==> config.mk <==
export PLATFORM = sky130hd
export DESIGN_NAME = dtm_trip_manager
export DESIGN_NICKNAME = d
export VERILOG_FILES = /design/src/inc/dtm_pkg.sv /design/src/verilog/dtm_trip_manager.sv
export VERILOG_INCLUDE_DIRS = /design/src /design/src/inc
export SDC_FILE = /design/constraint.sdc
export NUM_CORES = 1
export LEC_CHECK = 0
export CAP_MARGIN = 20
export CORE_UTILIZATION = 30
export CTS_CLUSTER_DIAMETER = 40
export CTS_CLUSTER_SIZE = 14
export DETAILED_ROUTE_END_ITERATION = 16
export DONT_BUFFER_PORTS = 1
export GPL_ROUTABILITY_DRIVEN = 0
export PLACE_DENSITY = 0.55
export REMOVE_ABC_BUFFERS = 1
export SKIP_CTS_REPAIR_TIMING = 1
export SLEW_MARGIN = 25
export SYNTH_ARGS = -nofsm -noshare
export SYNTH_HDL_FRONTEND = slang
export SYNTH_SLANG_ARGS = --single-unit
==> constraint.sdc <==
create_clock -name I_SYS_CLK -period 5.2 [get_ports I_SYS_CLK]
set_input_delay 1.56 -clock I_SYS_CLK [delete_from_list [all_inputs] [get_ports I_SYS_CLK]]
set_output_delay 1.56 -clock I_SYS_CLK [all_outputs]
set_load 0.005 [all_outputs]
==> src/inc/dtm_consts.svh <==
// constants of the drive trip manager
`ifndef DTM_CONSTS_SVH
`define DTM_CONSTS_SVH

// time base: 20 MHz clock, 50 ns period
`define DTM_CLK_HZ        20000000
`define DTM_TMS_PER_TICK  100
// reset delays and stop wait in ms, tick = 100 ms
`define DTM_DLY_SHORT_MS  1000
`define DTM_DLY_LONG_MS   10000
`define DTM_STOP_WAIT_MS  10000

// register byte addresses
`define DTM_REG_CTRL      12'h000
`define DTM_REG_CFG       12'h004
`define DTM_REG_STATUS    12'h008
`define DTM_REG_TRIP      12'h00C

// ctrl bits (write one pulses)
`define DTM_CTRL_RESET    0
`define DTM_CTRL_DEFAULTS 1
// cfg fields
`define DTM_CFG_MODE_LSB  0
`define DTM_CFG_LVDC      2
`define DTM_CFG_SUPPLY    3
// status bits
`define DTM_ST_ACTIVE     0
`define DTM_ST_RESETTABLE 1
`define DTM_ST_INHIBIT    2
`define DTM_ST_UVCOND     3
`define DTM_ST_HEALTHY    4
`define DTM_ST_STOPREQ    5
`define DTM_ST_SUPPLY     6

// trip codes
`define DTM_CODE_UV       8'h01
`define DTM_CODE_OIAC     8'h03
`define DTM_CODE_OIBR     8'h04
`define DTM_CODE_AUXSUP   8'h09
`define DTM_CODE_TUNE1    8'h0B
`define DTM_CODE_TUNE     8'h12
`define DTM_CODE_TH       8'h18
`define DTM_CODE_SCL      8'h1E
`define DTM_CODE_OHT3     8'h1B
`define DTM_CODE_EEF      8'h1F
`define DTM_CODE_PH       8'h20
`define DTM_CODE_OIBRP    8'h67
`define DTM_CODE_OIACP    8'h68
`define DTM_CODE_OIDCP    8'h6D
`define DTM_CODE_ENC12    8'hA2
`define DTM_CODE_ENC17    8'hA7
`define DTM_CODE_CARD_LO  8'hAF
`define DTM_CODE_CARD_HI  8'hBC
`define DTM_CODE_CARD_BOOT 8'hB1
`define DTM_CODE_ENCODER_SUPPLY_TRIP     8'hBD
`define DTM_CODE_ENC2     8'hBE
`define DTM_CODE_ENC8     8'hC4
`define DTM_CODE_SLOT_HF1 8'hC8
`define DTM_CODE_SLOT_HF2 8'hCD
`define DTM_CODE_SLOT_HF3 8'hD2
`define DTM_CODE_HF17     8'hD9
`define DTM_CODE_MAX      8'hE8
`define DTM_CODE_NONE     8'h00

`endif

==> src/inc/dtm_pkg.sv <==
// types of the drive trip manager
package dtm_pkg;
  typedef enum logic [1:0] {DTM_RD_IDLE, DTM_RD_RESP} dtm_rd_t;
  typedef enum logic [1:0] {DTM_WR_IDLE, DTM_WR_RESP} dtm_wr_t;
  typedef enum logic [1:0] {DTM_SP_IDLE, DTM_SP_WAIT} dtm_stop_t;
endpackage

==> src/verilog/dtm_trip_manager.sv <==
// drive trip manager with axi4-lite register access
//
// Summary of operation
// - Active trip reported as numeric code 1 to 232, fixed per trip.
// - New trip accepted only if none active or lower priority number.
// - Priority 1 faults never reset; relay open, run and comms stopped.
// - Priority 2 trips ignore reset; cleared only by power cycle.
// - Stored data fault resets only after load-defaults code written.
// - Card trips priority 4, 5 during power-up; resettable after 1.0 s.
// - Encoder supply trips replace priority 5 trips only in encoder groups 2-8 and 11-17.
// - Output and brake overcurrent trips resettable only after 10.0 s.
// - After autotune trip reset, inhibit running until drive disabled.
// - Non-important trips stop motor first when trip mode bit 0 set.
// - Phase loss stops motor before tripping.
// - Thermal overheat stops motor first, trips anyway after 10 s.
// - Undervoltage trip priority 6, ignores user reset, clears itself.
// - During undervoltage trip other functions run, enabling refused.
// - Undervoltage onset saves parameters except in low voltage DC mode.
// - Undervoltage cleared when bus recovers; other trips untouched.
// - Supply switching only while undervoltage condition flag is set.
// - Undervoltage trip shown only if no other trip active.
// - Power-up undervoltage raised without parameter save.
//
// Design decisions made here: the AXI4-Lite interface to the registers and the placing of the registers.
`include "dtm_consts.svh"
module dtm_trip_manager (
  // clock, reset, enable
  input  wire logic        I_SYS_CLK,
  input  wire logic        I_SYS_RST,
  input  wire logic        I_CE,
  // fault sources
  input  wire logic        I_FAULT_VALID,
  input  wire logic [7:0]  I_FAULT_CODE,
  input  wire logic        I_POWERING_UP,
  input  wire logic        I_MOTOR_STOPPED,
  input  wire logic        I_BUS_BELOW_RESTART,
  input  wire logic        I_USER_RESET,
  input  wire logic        I_DRIVE_DISABLED,
  input  wire logic        I_RUN_REQ,
  // axi4-lite write address and data
  input  wire logic        I_AWVALID,
  output logic             O_AWREADY,
  input  wire logic [11:0] I_AWADDR,
  input  wire logic        I_WVALID,
  output logic             O_WREADY,
  input  wire logic [31:0] I_WDATA,
  input  wire logic [3:0]  I_WSTRB,
  // axi4-lite write response
  output logic             O_BVALID,
  input  wire logic        I_BREADY,
  output logic [1:0]       O_BRESP,
  // axi4-lite read
  input  wire logic        I_ARVALID,
  output logic             O_ARREADY,
  input  wire logic [11:0] I_ARADDR,
  output logic             O_RVALID,
  input  wire logic        I_RREADY,
  output logic [31:0]      O_RDATA,
  output logic [1:0]       O_RRESP,
  // drive control outputs
  output logic [7:0]       O_TRIP_CODE,
  output logic             O_TRIP_ACTIVE,
  output logic             O_RUN_ENABLE,
  output logic             O_HEALTHY_RELAY,
  output logic             O_COMMS_ENABLE,
  output logic             O_STOP_REQ,
  output logic             O_SAVE_PARAMS,
  output logic             O_SUPPLY_SEL
);

  localparam int TICK_CYC = `DTM_CLK_HZ / 1000 * `DTM_TMS_PER_TICK;
  localparam logic [7:0] SHORT_T = 8'(`DTM_DLY_SHORT_MS / `DTM_TMS_PER_TICK);
  localparam logic [7:0] LONG_T  = 8'(`DTM_DLY_LONG_MS / `DTM_TMS_PER_TICK);
  localparam logic [7:0] STOP_T  = 8'(`DTM_STOP_WAIT_MS / `DTM_TMS_PER_TICK);

  function automatic logic in_rng(input logic [7:0] c, input logic [7:0] lo,
                                  input logic [7:0] hi);
    return (c >= lo) && (c <= hi);
  endfunction

  // priority of a code, 1 highest
  function automatic logic [2:0] prio_of(input logic [7:0] c,
                                         input logic pwr_up);
    logic [2:0] p;
    p = 3'h5;
    if (c == `DTM_CODE_UV) p = 3'h6;
    else if (in_rng(c, `DTM_CODE_HF17, `DTM_CODE_MAX) ||
             c == `DTM_CODE_SLOT_HF1 || c == `DTM_CODE_SLOT_HF2 ||
             c == `DTM_CODE_SLOT_HF3) p = 3'h2;
    else if (c == `DTM_CODE_EEF) p = 3'h3;
    else if (in_rng(c, `DTM_CODE_CARD_BOOT, `DTM_CODE_CARD_HI) ||
             c == `DTM_CODE_CARD_LO)
      p = pwr_up ? 3'h5 : 3'h4;
    else if (c == `DTM_CODE_AUXSUP || c == `DTM_CODE_ENCODER_SUPPLY_TRIP) p = 3'h4;
    return p;
  endfunction

  function automatic logic is_enc_grp(input logic [7:0] c);
    return in_rng(c, `DTM_CODE_ENC2, `DTM_CODE_ENC8) ||
           in_rng(c, `DTM_CODE_ENC12 - 8'h01, `DTM_CODE_ENC17);
  endfunction

  function automatic logic is_long(input logic [7:0] c);
    return c == `DTM_CODE_OIAC || c == `DTM_CODE_OIBR ||
           c == `DTM_CODE_OIACP || c == `DTM_CODE_OIBRP ||
           c == `DTM_CODE_OIDCP;
  endfunction

  function automatic logic is_tune(input logic [7:0] c);
    return in_rng(c, `DTM_CODE_TUNE1, `DTM_CODE_TUNE);
  endfunction

  function automatic logic needs_stop(input logic [7:0] c,
                                      input logic mode0);
    return (mode0 && in_rng(c, `DTM_CODE_TH, `DTM_CODE_SCL) &&
            c != `DTM_CODE_OHT3) ||
           c == `DTM_CODE_PH || c == `DTM_CODE_OHT3;
  endfunction

  //////////////////////////////////////////////////////////////////////////
  logic [7:0]  code_ff;
  logic [2:0]  prio_ff;
  logic        active_ff;
  logic        hf_lock_ff;
  logic [7:0]  age_ff;
  logic [21:0] tick_cnt_ff;
  logic        tick;
  logic        defaults_ff;
  logic        tune_inh_ff;
  logic [1:0]  mode_ff;
  logic        lvdc_ff;
  logic        supply_req_ff;
  logic        first_ff;
  logic        reset_pulse;
  logic        defaults_pulse;
  logic [7:0]  pend_code_ff;
  logic [7:0]  stop_age_ff;
  dtm_pkg::dtm_stop_t stop_st_ff;
  logic        raise;
  logic [7:0]  raise_code;
  logic        uv_raise;
  logic        accept;
  logic        resettable;
  logic [2:0]  new_prio;
  logic        clear_req;

  assign tick = (tick_cnt_ff == 22'(TICK_CYC - 1));
  always_ff @(posedge I_SYS_CLK) begin
    if (I_SYS_RST) tick_cnt_ff <= '0;
    else if (I_CE) tick_cnt_ff <= tick ? '0 : tick_cnt_ff + 22'h1;
  end

  //////////////////////////////////////////////////////////////////////////
  // stop-before-trip sequencing
  always_ff @(posedge I_SYS_CLK) begin
    if (I_SYS_RST) begin
      stop_st_ff   <= dtm_pkg::DTM_SP_IDLE;
      pend_code_ff <= 8'h00;
      stop_age_ff  <= 8'h00;
    end else if (I_CE) begin
      unique case (stop_st_ff)
        dtm_pkg::DTM_SP_IDLE: begin
          if (I_FAULT_VALID && needs_stop(I_FAULT_CODE, mode_ff[0])) begin
            stop_st_ff   <= dtm_pkg::DTM_SP_WAIT;
            pend_code_ff <= I_FAULT_CODE;
            stop_age_ff  <= 8'h00;
          end
        end
        dtm_pkg::DTM_SP_WAIT: begin
          if (tick) stop_age_ff <= stop_age_ff + 8'h01;
          if (raise) stop_st_ff <= dtm_pkg::DTM_SP_IDLE;
        end
      endcase
    end
  end

  always_comb begin
    raise = 1'b0;
    raise_code = I_FAULT_CODE;
    if (stop_st_ff == dtm_pkg::DTM_SP_WAIT) begin
      raise_code = pend_code_ff;
      raise = I_MOTOR_STOPPED ||
              (pend_code_ff == `DTM_CODE_OHT3 &&
               stop_age_ff >= STOP_T);
    end else if (I_FAULT_VALID && !needs_stop(I_FAULT_CODE, mode_ff[0])
                 && in_rng(I_FAULT_CODE, 8'h01, `DTM_CODE_MAX)) begin
      raise = 1'b1;
    end
  end

  //////////////////////////////////////////////////////////////////////////
  // trip acceptance
  assign uv_raise = I_BUS_BELOW_RESTART && !active_ff && !raise;
  assign new_prio = prio_of(raise_code, I_POWERING_UP);

  always_comb begin
    accept = 1'b0;
    if (raise && !hf_lock_ff) begin
      if (!active_ff) accept = 1'b1;
      else if (new_prio < prio_ff) begin
        accept = 1'b1;
        if ((raise_code == `DTM_CODE_AUXSUP ||
             raise_code == `DTM_CODE_ENCODER_SUPPLY_TRIP) && prio_ff == 3'h5)
          accept = is_enc_grp(code_ff);
      end
    end
  end

  always_comb begin
    resettable = 1'b0;
    unique case (prio_ff)
      3'h1, 3'h2, 3'h6: resettable = 1'b0;
      3'h3: resettable = defaults_ff;
      default:
        resettable = age_ff >= (is_long(code_ff) ? LONG_T : SHORT_T);
    endcase
  end

  assign clear_req = active_ff && !accept &&
    ((prio_ff == 3'h6 && !I_BUS_BELOW_RESTART) ||
     (reset_pulse && resettable));

  always_ff @(posedge I_SYS_CLK) begin
    if (I_SYS_RST) begin
      active_ff  <= 1'b0;
      code_ff    <= `DTM_CODE_NONE;
      prio_ff    <= 3'h0;
      age_ff     <= 8'h00;
      first_ff   <= 1'b1;
    end else if (I_CE) begin
      first_ff <= 1'b0;
      if (accept) begin
        active_ff <= 1'b1;
        code_ff   <= raise_code;
        prio_ff   <= new_prio;
        age_ff    <= 8'h00;
      end else if (uv_raise) begin
        active_ff <= 1'b1;
        code_ff   <= `DTM_CODE_UV;
        prio_ff   <= 3'h6;
        age_ff    <= 8'h00;
      end else if (clear_req) begin
        active_ff <= 1'b0;
        code_ff   <= `DTM_CODE_NONE;
        prio_ff   <= 3'h0;
      end else if (tick && age_ff != 8'hFF) begin
        age_ff <= age_ff + 8'h01;
      end
    end
  end

  // hardware fault lock, only reset leaves it
  always_ff @(posedge I_SYS_CLK) begin
    if (I_SYS_RST) hf_lock_ff <= 1'b0;
    else if (I_CE && raise && in_rng(raise_code, 8'h01, 8'h00) == 1'b0 &&
             raise_code == 8'h00)
      hf_lock_ff <= 1'b1;
    else if (I_CE && I_FAULT_VALID && I_FAULT_CODE == 8'hFF)
      hf_lock_ff <= 1'b1;
  end

  // autotune inhibit: set on reset of a tune trip, cleared by disable
  always_ff @(posedge I_SYS_CLK) begin
    if (I_SYS_RST) tune_inh_ff <= 1'b0;
    else if (I_CE) begin
      if (clear_req && is_tune(code_ff)) tune_inh_ff <= 1'b1;
      else if (I_DRIVE_DISABLED) tune_inh_ff <= 1'b0;
    end
  end

  // load-defaults latch for stored data fault
  always_ff @(posedge I_SYS_CLK) begin
    if (I_SYS_RST) defaults_ff <= 1'b0;
    else if (I_CE) begin
      if (defaults_pulse) defaults_ff <= 1'b1;
      else if (clear_req && prio_ff == 3'h3) defaults_ff <= 1'b0;
    end
  end

  //////////////////////////////////////////////////////////////////////////
  // outputs
  always_ff @(posedge I_SYS_CLK) begin
    if (I_SYS_RST) begin
      O_TRIP_CODE     <= `DTM_CODE_NONE;
      O_TRIP_ACTIVE   <= 1'b0;
      O_RUN_ENABLE    <= 1'b0;
      O_HEALTHY_RELAY <= 1'b0;
      O_COMMS_ENABLE  <= 1'b0;
      O_STOP_REQ      <= 1'b0;
      O_SAVE_PARAMS   <= 1'b0;
      O_SUPPLY_SEL    <= 1'b0;
    end else if (I_CE) begin
      O_TRIP_CODE     <= code_ff;
      O_TRIP_ACTIVE   <= active_ff;
      O_RUN_ENABLE    <= I_RUN_REQ && !active_ff && !tune_inh_ff &&
                         !hf_lock_ff;
      O_HEALTHY_RELAY <= !hf_lock_ff && !active_ff;
      O_COMMS_ENABLE  <= !hf_lock_ff;
      O_STOP_REQ      <= stop_st_ff == dtm_pkg::DTM_SP_WAIT;
      O_SAVE_PARAMS   <= uv_raise && !lvdc_ff && !first_ff;
      if (I_BUS_BELOW_RESTART) O_SUPPLY_SEL <= supply_req_ff;
    end
  end

  //////////////////////////////////////////////////////////////////////////
  // axi4-lite slave
  logic aw_got_ff, w_got_ff;
  logic [11:0] aw_addr_ff;
  logic [31:0] w_data_ff;
  logic [3:0]  w_strb_ff;
  logic        do_write;

  assign do_write = aw_got_ff && w_got_ff && !O_BVALID;
  assign reset_pulse = I_USER_RESET ||
    (do_write && aw_addr_ff == `DTM_REG_CTRL && w_strb_ff[0] &&
     w_data_ff[`DTM_CTRL_RESET]);
  assign defaults_pulse = do_write && aw_addr_ff == `DTM_REG_CTRL &&
    w_strb_ff[0] && w_data_ff[`DTM_CTRL_DEFAULTS];

  always_ff @(posedge I_SYS_CLK) begin
    if (I_SYS_RST) begin
      aw_got_ff <= 1'b0;
      w_got_ff  <= 1'b0;
      aw_addr_ff <= 12'h000;
      w_data_ff <= 32'h0000_0000;
      w_strb_ff <= 4'h0;
      O_AWREADY <= 1'b0;
      O_WREADY  <= 1'b0;
      O_BVALID  <= 1'b0;
      O_BRESP   <= 2'h0;
    end else if (I_CE) begin
      O_AWREADY <= !aw_got_ff && !(I_AWVALID && O_AWREADY);
      O_WREADY  <= !w_got_ff && !(I_WVALID && O_WREADY);
      if (I_AWVALID && O_AWREADY) begin
        aw_got_ff  <= 1'b1;
        aw_addr_ff <= I_AWADDR;
      end
      if (I_WVALID && O_WREADY) begin
        w_got_ff  <= 1'b1;
        w_data_ff <= I_WDATA;
        w_strb_ff <= I_WSTRB;
      end
      if (do_write) begin
        O_BVALID <= 1'b1;
        O_BRESP  <= (aw_addr_ff <= `DTM_REG_TRIP &&
                     aw_addr_ff[1:0] == 2'h0) ? 2'h0 : 2'h2;
      end else if (O_BVALID && I_BREADY) begin
        O_BVALID  <= 1'b0;
        aw_got_ff <= 1'b0;
        w_got_ff  <= 1'b0;
      end
    end
  end

  always_ff @(posedge I_SYS_CLK) begin
    if (I_SYS_RST) begin
      mode_ff       <= 2'h0;
      lvdc_ff       <= 1'b0;
      supply_req_ff <= 1'b0;
    end else if (I_CE && do_write && aw_addr_ff == `DTM_REG_CFG &&
                 w_strb_ff[0]) begin
      mode_ff       <= w_data_ff[`DTM_CFG_MODE_LSB +: 2];
      lvdc_ff       <= w_data_ff[`DTM_CFG_LVDC];
      supply_req_ff <= w_data_ff[`DTM_CFG_SUPPLY];
    end
  end

  always_ff @(posedge I_SYS_CLK) begin
    if (I_SYS_RST) begin
      O_ARREADY <= 1'b0;
      O_RVALID  <= 1'b0;
      O_RDATA   <= 32'h0000_0000;
      O_RRESP   <= 2'h0;
    end else if (I_CE) begin
      O_ARREADY <= !O_RVALID && !(I_ARVALID && O_ARREADY);
      if (I_ARVALID && O_ARREADY) begin
        O_RVALID <= 1'b1;
        O_RRESP  <= 2'h0;
        O_RDATA  <= 32'h0000_0000;
        unique case (I_ARADDR)
          `DTM_REG_CTRL: O_RDATA <= 32'h0000_0000;
          `DTM_REG_CFG:
            O_RDATA <= {28'h0, supply_req_ff, lvdc_ff, mode_ff};
          `DTM_REG_STATUS:
            O_RDATA <= {25'h0, O_SUPPLY_SEL, O_STOP_REQ, !hf_lock_ff,
                        I_BUS_BELOW_RESTART, tune_inh_ff, resettable,
                        active_ff};
          `DTM_REG_TRIP: O_RDATA <= {24'h0, code_ff};
          default: O_RRESP <= 2'h2;
        endcase
      end else if (O_RVALID && I_RREADY) begin
        O_RVALID <= 1'b0;
      end
    end
  end

endmodule

=== Word level (Yosys, flattened, before mapping) ===
Cells that the tools add are included.

* Output and inout port bits: 56
* Memories kept: 0
* Bits in latches: 0
* Logic and storage cells: 261
* Register bits after elaboration: 143
* Memory bits (writable): 0
* ROM bits: 0
* Input bits: 83

* Multipliers: 0
* Magnitude comparators: 20
* Shift-type cells: 0
* Add/subtract/negate cells: 3
* Muxes and demuxes: 54
* Equal/unequal tests: 34
* Bitwise operators: 1
* Div/mod/pow operators: 0
* Reduce and logical (&&, ||, !) cells: 113

{| class="wikitable"
|+ Operator list
! cell !! number
|-
| 2-to-1 mux 8 bit || 10
|-
| logical AND 1 bit || 54
|-
| == test 8 bit, second input constant || 6
|-
| <= comparator 8 bit, second input constant || 5
|-
| >= comparator 8 bit, second input constant || 4
|-
| 2-to-1 mux 1 bit || 28
|-
| == test 12 x 3 -> 1 bit, second input constant || 2
|-
| == test 12 x 4 -> 1 bit, second input constant || 2
|-
| == test 8 x 5 -> 1 bit, second input constant || 3
|-
| == test 8 x 7 -> 1 bit, second input constant || 3
|-
| zero test 12 bit || 2
|-
| case mux 8 bit (3 select lines) || 1
|-
| adder 22 x 1 -> 22 bit, second input constant || 1
|-
| == test 22 x 21 -> 1 bit, second input constant || 1
|-
| 2-to-1 mux 22 bit || 1
|-
| AND reduction 2 bit || 10
|-
| 2-to-1 mux 3 bit || 6
|-
| adder 8 x 1 -> 8 bit, second input constant || 2
|-
| >= comparator 8 x 1 -> 1 bit, second input constant || 2
|-
| <= comparator 8 x 5 -> 1 bit, second input constant || 2
|-
| zero test 1 bit || 16
|-
| case mux 8 bit (2 select lines) || 1
|-
| logical OR 1 bit || 15
|-
| <= comparator 12 x 4 -> 1 bit, second input constant || 1
|-
| 31 further kinds || 47
|}

=== Longest topological paths before layout ===
* Depth after elaboration: 19
* Gate-level depth with buffers: 19
* Gate-level depth less buffers: 16

=== Worst setup path after synthesis ===
No wires, ideal clock.

* Path type: input-to-reg
* Start point: input port I_FAULT_CODE[1]
* End point: register age_ff[6]
* Arrival time: 4312 ps
* Data required time: 5078 ps
* Path buffers: 1
* Setup time: 122 ps
* Cell stages on the path: 17
* Setup slack: 766 ps
* Cells stage by stage: buf_2 -> nor3b_2 -> a31oi_2 -> a2111oi_0 -> nor3_2 -> nand2_1 -> inv_1 -> o21ai_0 -> ha_1 -> nor2b_1 -> o21ai_0 -> nand2b_1 -> a21oi_1 -> o211ai_1 -> o21ai_2 -> a221oi_4 -> a221o_1

* Longest elaborated chain between the ends: 18
* Elaborated cells between the ends (all ways): 60
* Those cells by class: order compare (9); eq/ne (12); mux (14); reduce/logical (25)

{| class="wikitable"
|+ RTL lines
! element !! RTL line !! text
|-
| from (decl) || dtm_trip_manager.sv:33 || <nowiki>input wire logic [7:0] I_FAULT_CODE,</nowiki>
|-
| branches (longest 18 deep; another with >= comparator 8 bit) || - ||
|-
| to (signal assigned) || dtm_trip_manager.sv:247 || <nowiki>age_ff <= age_ff + 8'h01;</nowiki>
|-
| to (decl) || dtm_trip_manager.sv:125 || <nowiki>logic [7:0] age_ff;</nowiki>
|}

Several ways; the timed one is not identified.
A chain may end at the register's enable or synchronous reset.

=== Final worst setup path ===
* Start point: input port I_FAULT_CODE[4]
* End point: register age_ff[6]

The elaborated chain is that of the path after synthesis.

==> metrics.md <==
| Metric | Value |
|---|---|
| Net Sw Frac | 23.8% |
| Final Power | 2.20 mW |
| Die area | 21100 µm² |
| Total GRT Usage | 14.4% |
| Unique masters post-synth | between 80 and 90 |
| Nets | 808 |
| Total grt overflow | 0 |
| Crit. Startpoint | I_FAULT_CODE[4] |
| Critical Path Fanout Max | 8 |
| Commonest non-fill, non-tap cell in the layout | dfxtp_1 |
| Max Freq | 229 MHz |
| Min-Delay Path Class | reg2reg |
| Share of layout cells above drive strength 1 | 9.35% |
| Area growth, synth to finish | 11.0% |
| CTS buffer count | 17 |
| Syn avg cell area | ~8.4 µm² |
| DR WL/cell | approximately 15 µm |
| Vias per cell | about 5 |
| Hold_sp | aw_addr_ff[3]$_SDFFE_PP0P_ |
| Tmin final | about 4.4 ns |
| Logic pwr share | 5.7% |
| Clock Latency Late Sink | 0.42 ns |
| Final Instance Count excl. Fillers | 992 |
| Synthesized cell area | 6150 µm² |
| Vias in the first global route | approximately 4.7k |
| RSZ-0062 raised after global routing | no |
| Number of max-slew violations in the final report | 0 |
| I/O pin count | 139 |
| PwrDens | 323 nW/µm² |
| Final hold vios | 0 |
| Measured slew at the worst slew-check pin | 0.882 ns |
| TNS Setup | 0 ns |
| Clk root buf | clkbuf_16 |
| Reg-to-reg startpoint | stop_st_ff[0]$_SDFFE_PP0P_ |
| Total number of vias | approximately 5.0k |
| Antenna-violating nets left | 0 |
| Clk network pwr share | 51.8% |
| Commonest cells after routing, fill and taps aside | 116 x dfxtp_1, 113 x nor2_1, 71 x nand2_1 |
| Post-Route WL | 14.9 mm |
| Synth Warn # | 0 |
| Synth Instances | 729 |
| Most used flip-flop cell after synthesis | dfxtp_1 |
| Slew margin rel. | 41.1% |
| Register area share after synthesis | 37.8% |
| Status | completed |
| Initial DRC Count | roughly 270 |
| Port buffer count | 0 |
| Sw Pwr | 525 µW |
| P_int | 1.68 mW |
| Global-route wire length before repair | 24.2 mm |
| H-tree depth | 4 |
| CTS sink cnt | between 100 and 150 |
| Final HPWL from detailed placement | around 10 mm |
| Critical Path RT | 5.50 ns |
| Peak supply drop | 0.000223 V |
| Crit path DAT | between 4 and 5 ns |
| Max Cap Viol | 0 |
| CTS max path bufs | 2 |
| Placed insts | 960 |
| # DRC | 0 |
| Crit path capture type | register |
| R2r setup slk | 0.87 ns |
| Largest net degree at the start of global routing | 79 |
| Core area | 19800 µm² |
| CTS tree | built |
| Number of synthesized flops with an enable pin | 0 |
| Reg clk slew, reported paths | around 0.05 ns |
| Final setup fails | 0 |
| Worst R2R Path Depth | 16 |
| Drt pass-1 iters | 5 |
| Leak | 2.62 nW |
| Sequential share of power | between 40% and 50% |
| Antenna violations before repair | 0 |
| Fillers | 2081 |
| Die W | 145 µm |
| Row count | 51 |
| Setup Skew | 0.00942 ns |
| Initial core utilization | 31.1% |
| Multi-input gate area | 3490 µm² |
| Synth Register Bits | 116 |
| Critical Path Start Type | input port |
| Critical path type | in2reg |
| Post-synth ARST share | 0% |
| Worst hold stages | 2 |
| Ant diodes | 0 |
| Final worst-path cycle share | 83.9% |
| FF+latch area | 2320 µm² |
| Die height | 145 µm |
==> critical path, stage by stage <==
cell and delay (ns):
mux2i_1 0.15, o21a_1 0.26, a2111oi_0 0.47, nor3_2 0.12, nand2_1 0.10, inv_1 0.06
o21ai_0 0.12, ha_1 0.30, nor2b_1 0.13, o21ai_0 0.15, nand2b_1 0.07, a21oi_1 0.14
o211ai_1 0.21, o211ai_2 0.40, nor2_2 0.10, a221o_1 0.32
==> final cells by class <==
class,instances,area share (%)
clock buffers,20,6.55
clock inverters,12,1.94
inverters,18,0.991
multi-input cells,559,51.2
flip-flops and latches,116,34.1
well taps,265,4.86
repair buffers,2,0.404
==> cells in the mapped netlist, types with 6 or more instances <==
cell,number,area [µm²]
a21o_1,6,45.0
nand2_1,71,267
a41o_1,9,90.1
ha_1,11,138
nor2_1,113,424
nand4_1,12,75.1
and3_1,6,37.5
inv_1,17,63.8
or3_1,8,50.1
dfxtp_1,116,2320
a21oi_1,46,230
nor2b_1,6,37.5
xor2_1,17,149
mux2i_1,40,400
or2_2,8,50.1
o21ai_0,22,110
nand3_1,26,130
a22oi_1,7,52.6
buf_4,28,210
clkbuf_1,21,78.8
xnor2_1,6,52.6
nor4_1,14,87.6
nor3_1,10,50.1
==> power groups by stage <==
| stage | logic (mW) | registers, mW | clock network [mW] |
|---|---|---|---|
| detailed placement | 0.126 | 0.957 | 0 |
| CTS | 0.126 | 0.937 | 1.17 |
| global placement | 0.124 | 0.956 | 0 |
| floorplan | 0.103 | 0.946 | 0 |
| global route | 0.143 | 0.940 | 1.21 |
| finish | 0.126 | 0.937 | 1.14 |
==> flip-flops by register name, indices dropped and copies added, names as in the netlist, 2 cells and up <==
signal and count:
O_RDATA 8, mode_ff 2, prio_ff 3, age_ff 8
w_data_ff 4, aw_addr_ff 12, O_TRIP_CODE 8, code_ff 8
tick_cnt_ff 22, stop_age_ff 8, pend_code_ff 8
==> metal layers <==
metal / part of all wire [%] / up-vias / track usage (%)
li1: - / 2526 / -
met1: 46 / 2326 / 18.2
met2: 46 / 115 / 22.9
met3: 5.9 / 22 / 4.69
met4: 2.0 / 0 / 5.32
met5: 0 / - / 0
==> path summary, 6_finish.rpt <==
kind | to
worst max-delay path | age_ff[6]$_SDFFE_PP0P_
worst min-delay path | aw_addr_ff[3]$_SDFFE_PP0P_
worst max register to register | age_ff[6]$_SDFFE_PP0P_
worst min register to register | aw_addr_ff[3]$_SDFFE_PP0P_
==> logic make-up (layout without fill, tap and decap cells) <==
kind of cell | count (synthesis) | in the layout | share of synthesized area (%)
simple gates | 318 | 318 | 26.3
buf+inv | 79 | 52 | 7.04
flops | 116 | 116 | 37.8
other cells | 1 | 26 | 0.0610
fa+ha+maj | 11 | 11 | 2.24
xor+xnor | 23 | 23 | 3.28
mux | 44 | 44 | 7.25
compound gates | 137 | 137 | 16.1
==> metrics by stage <==
step / cell area, µm² / hold slack [ns] / utilization [%] / setup slack (ns)
floorplan: 5870 / 0.425 / - / 0.780
global placement: 6240 / 0.435 / 31.5 / 0.445
detailed placement: 6240 / 0.440 / 31.5 / 0.432
CTS: 6820 / 0.447 / 34.5 / 0.859
global route: 6820 / 0.464 / 34.5 / 0.513
finish: 6820 / 0.445 / 34.5 / 0.837
Note: power is estimated with default switching activity, not from simulation.
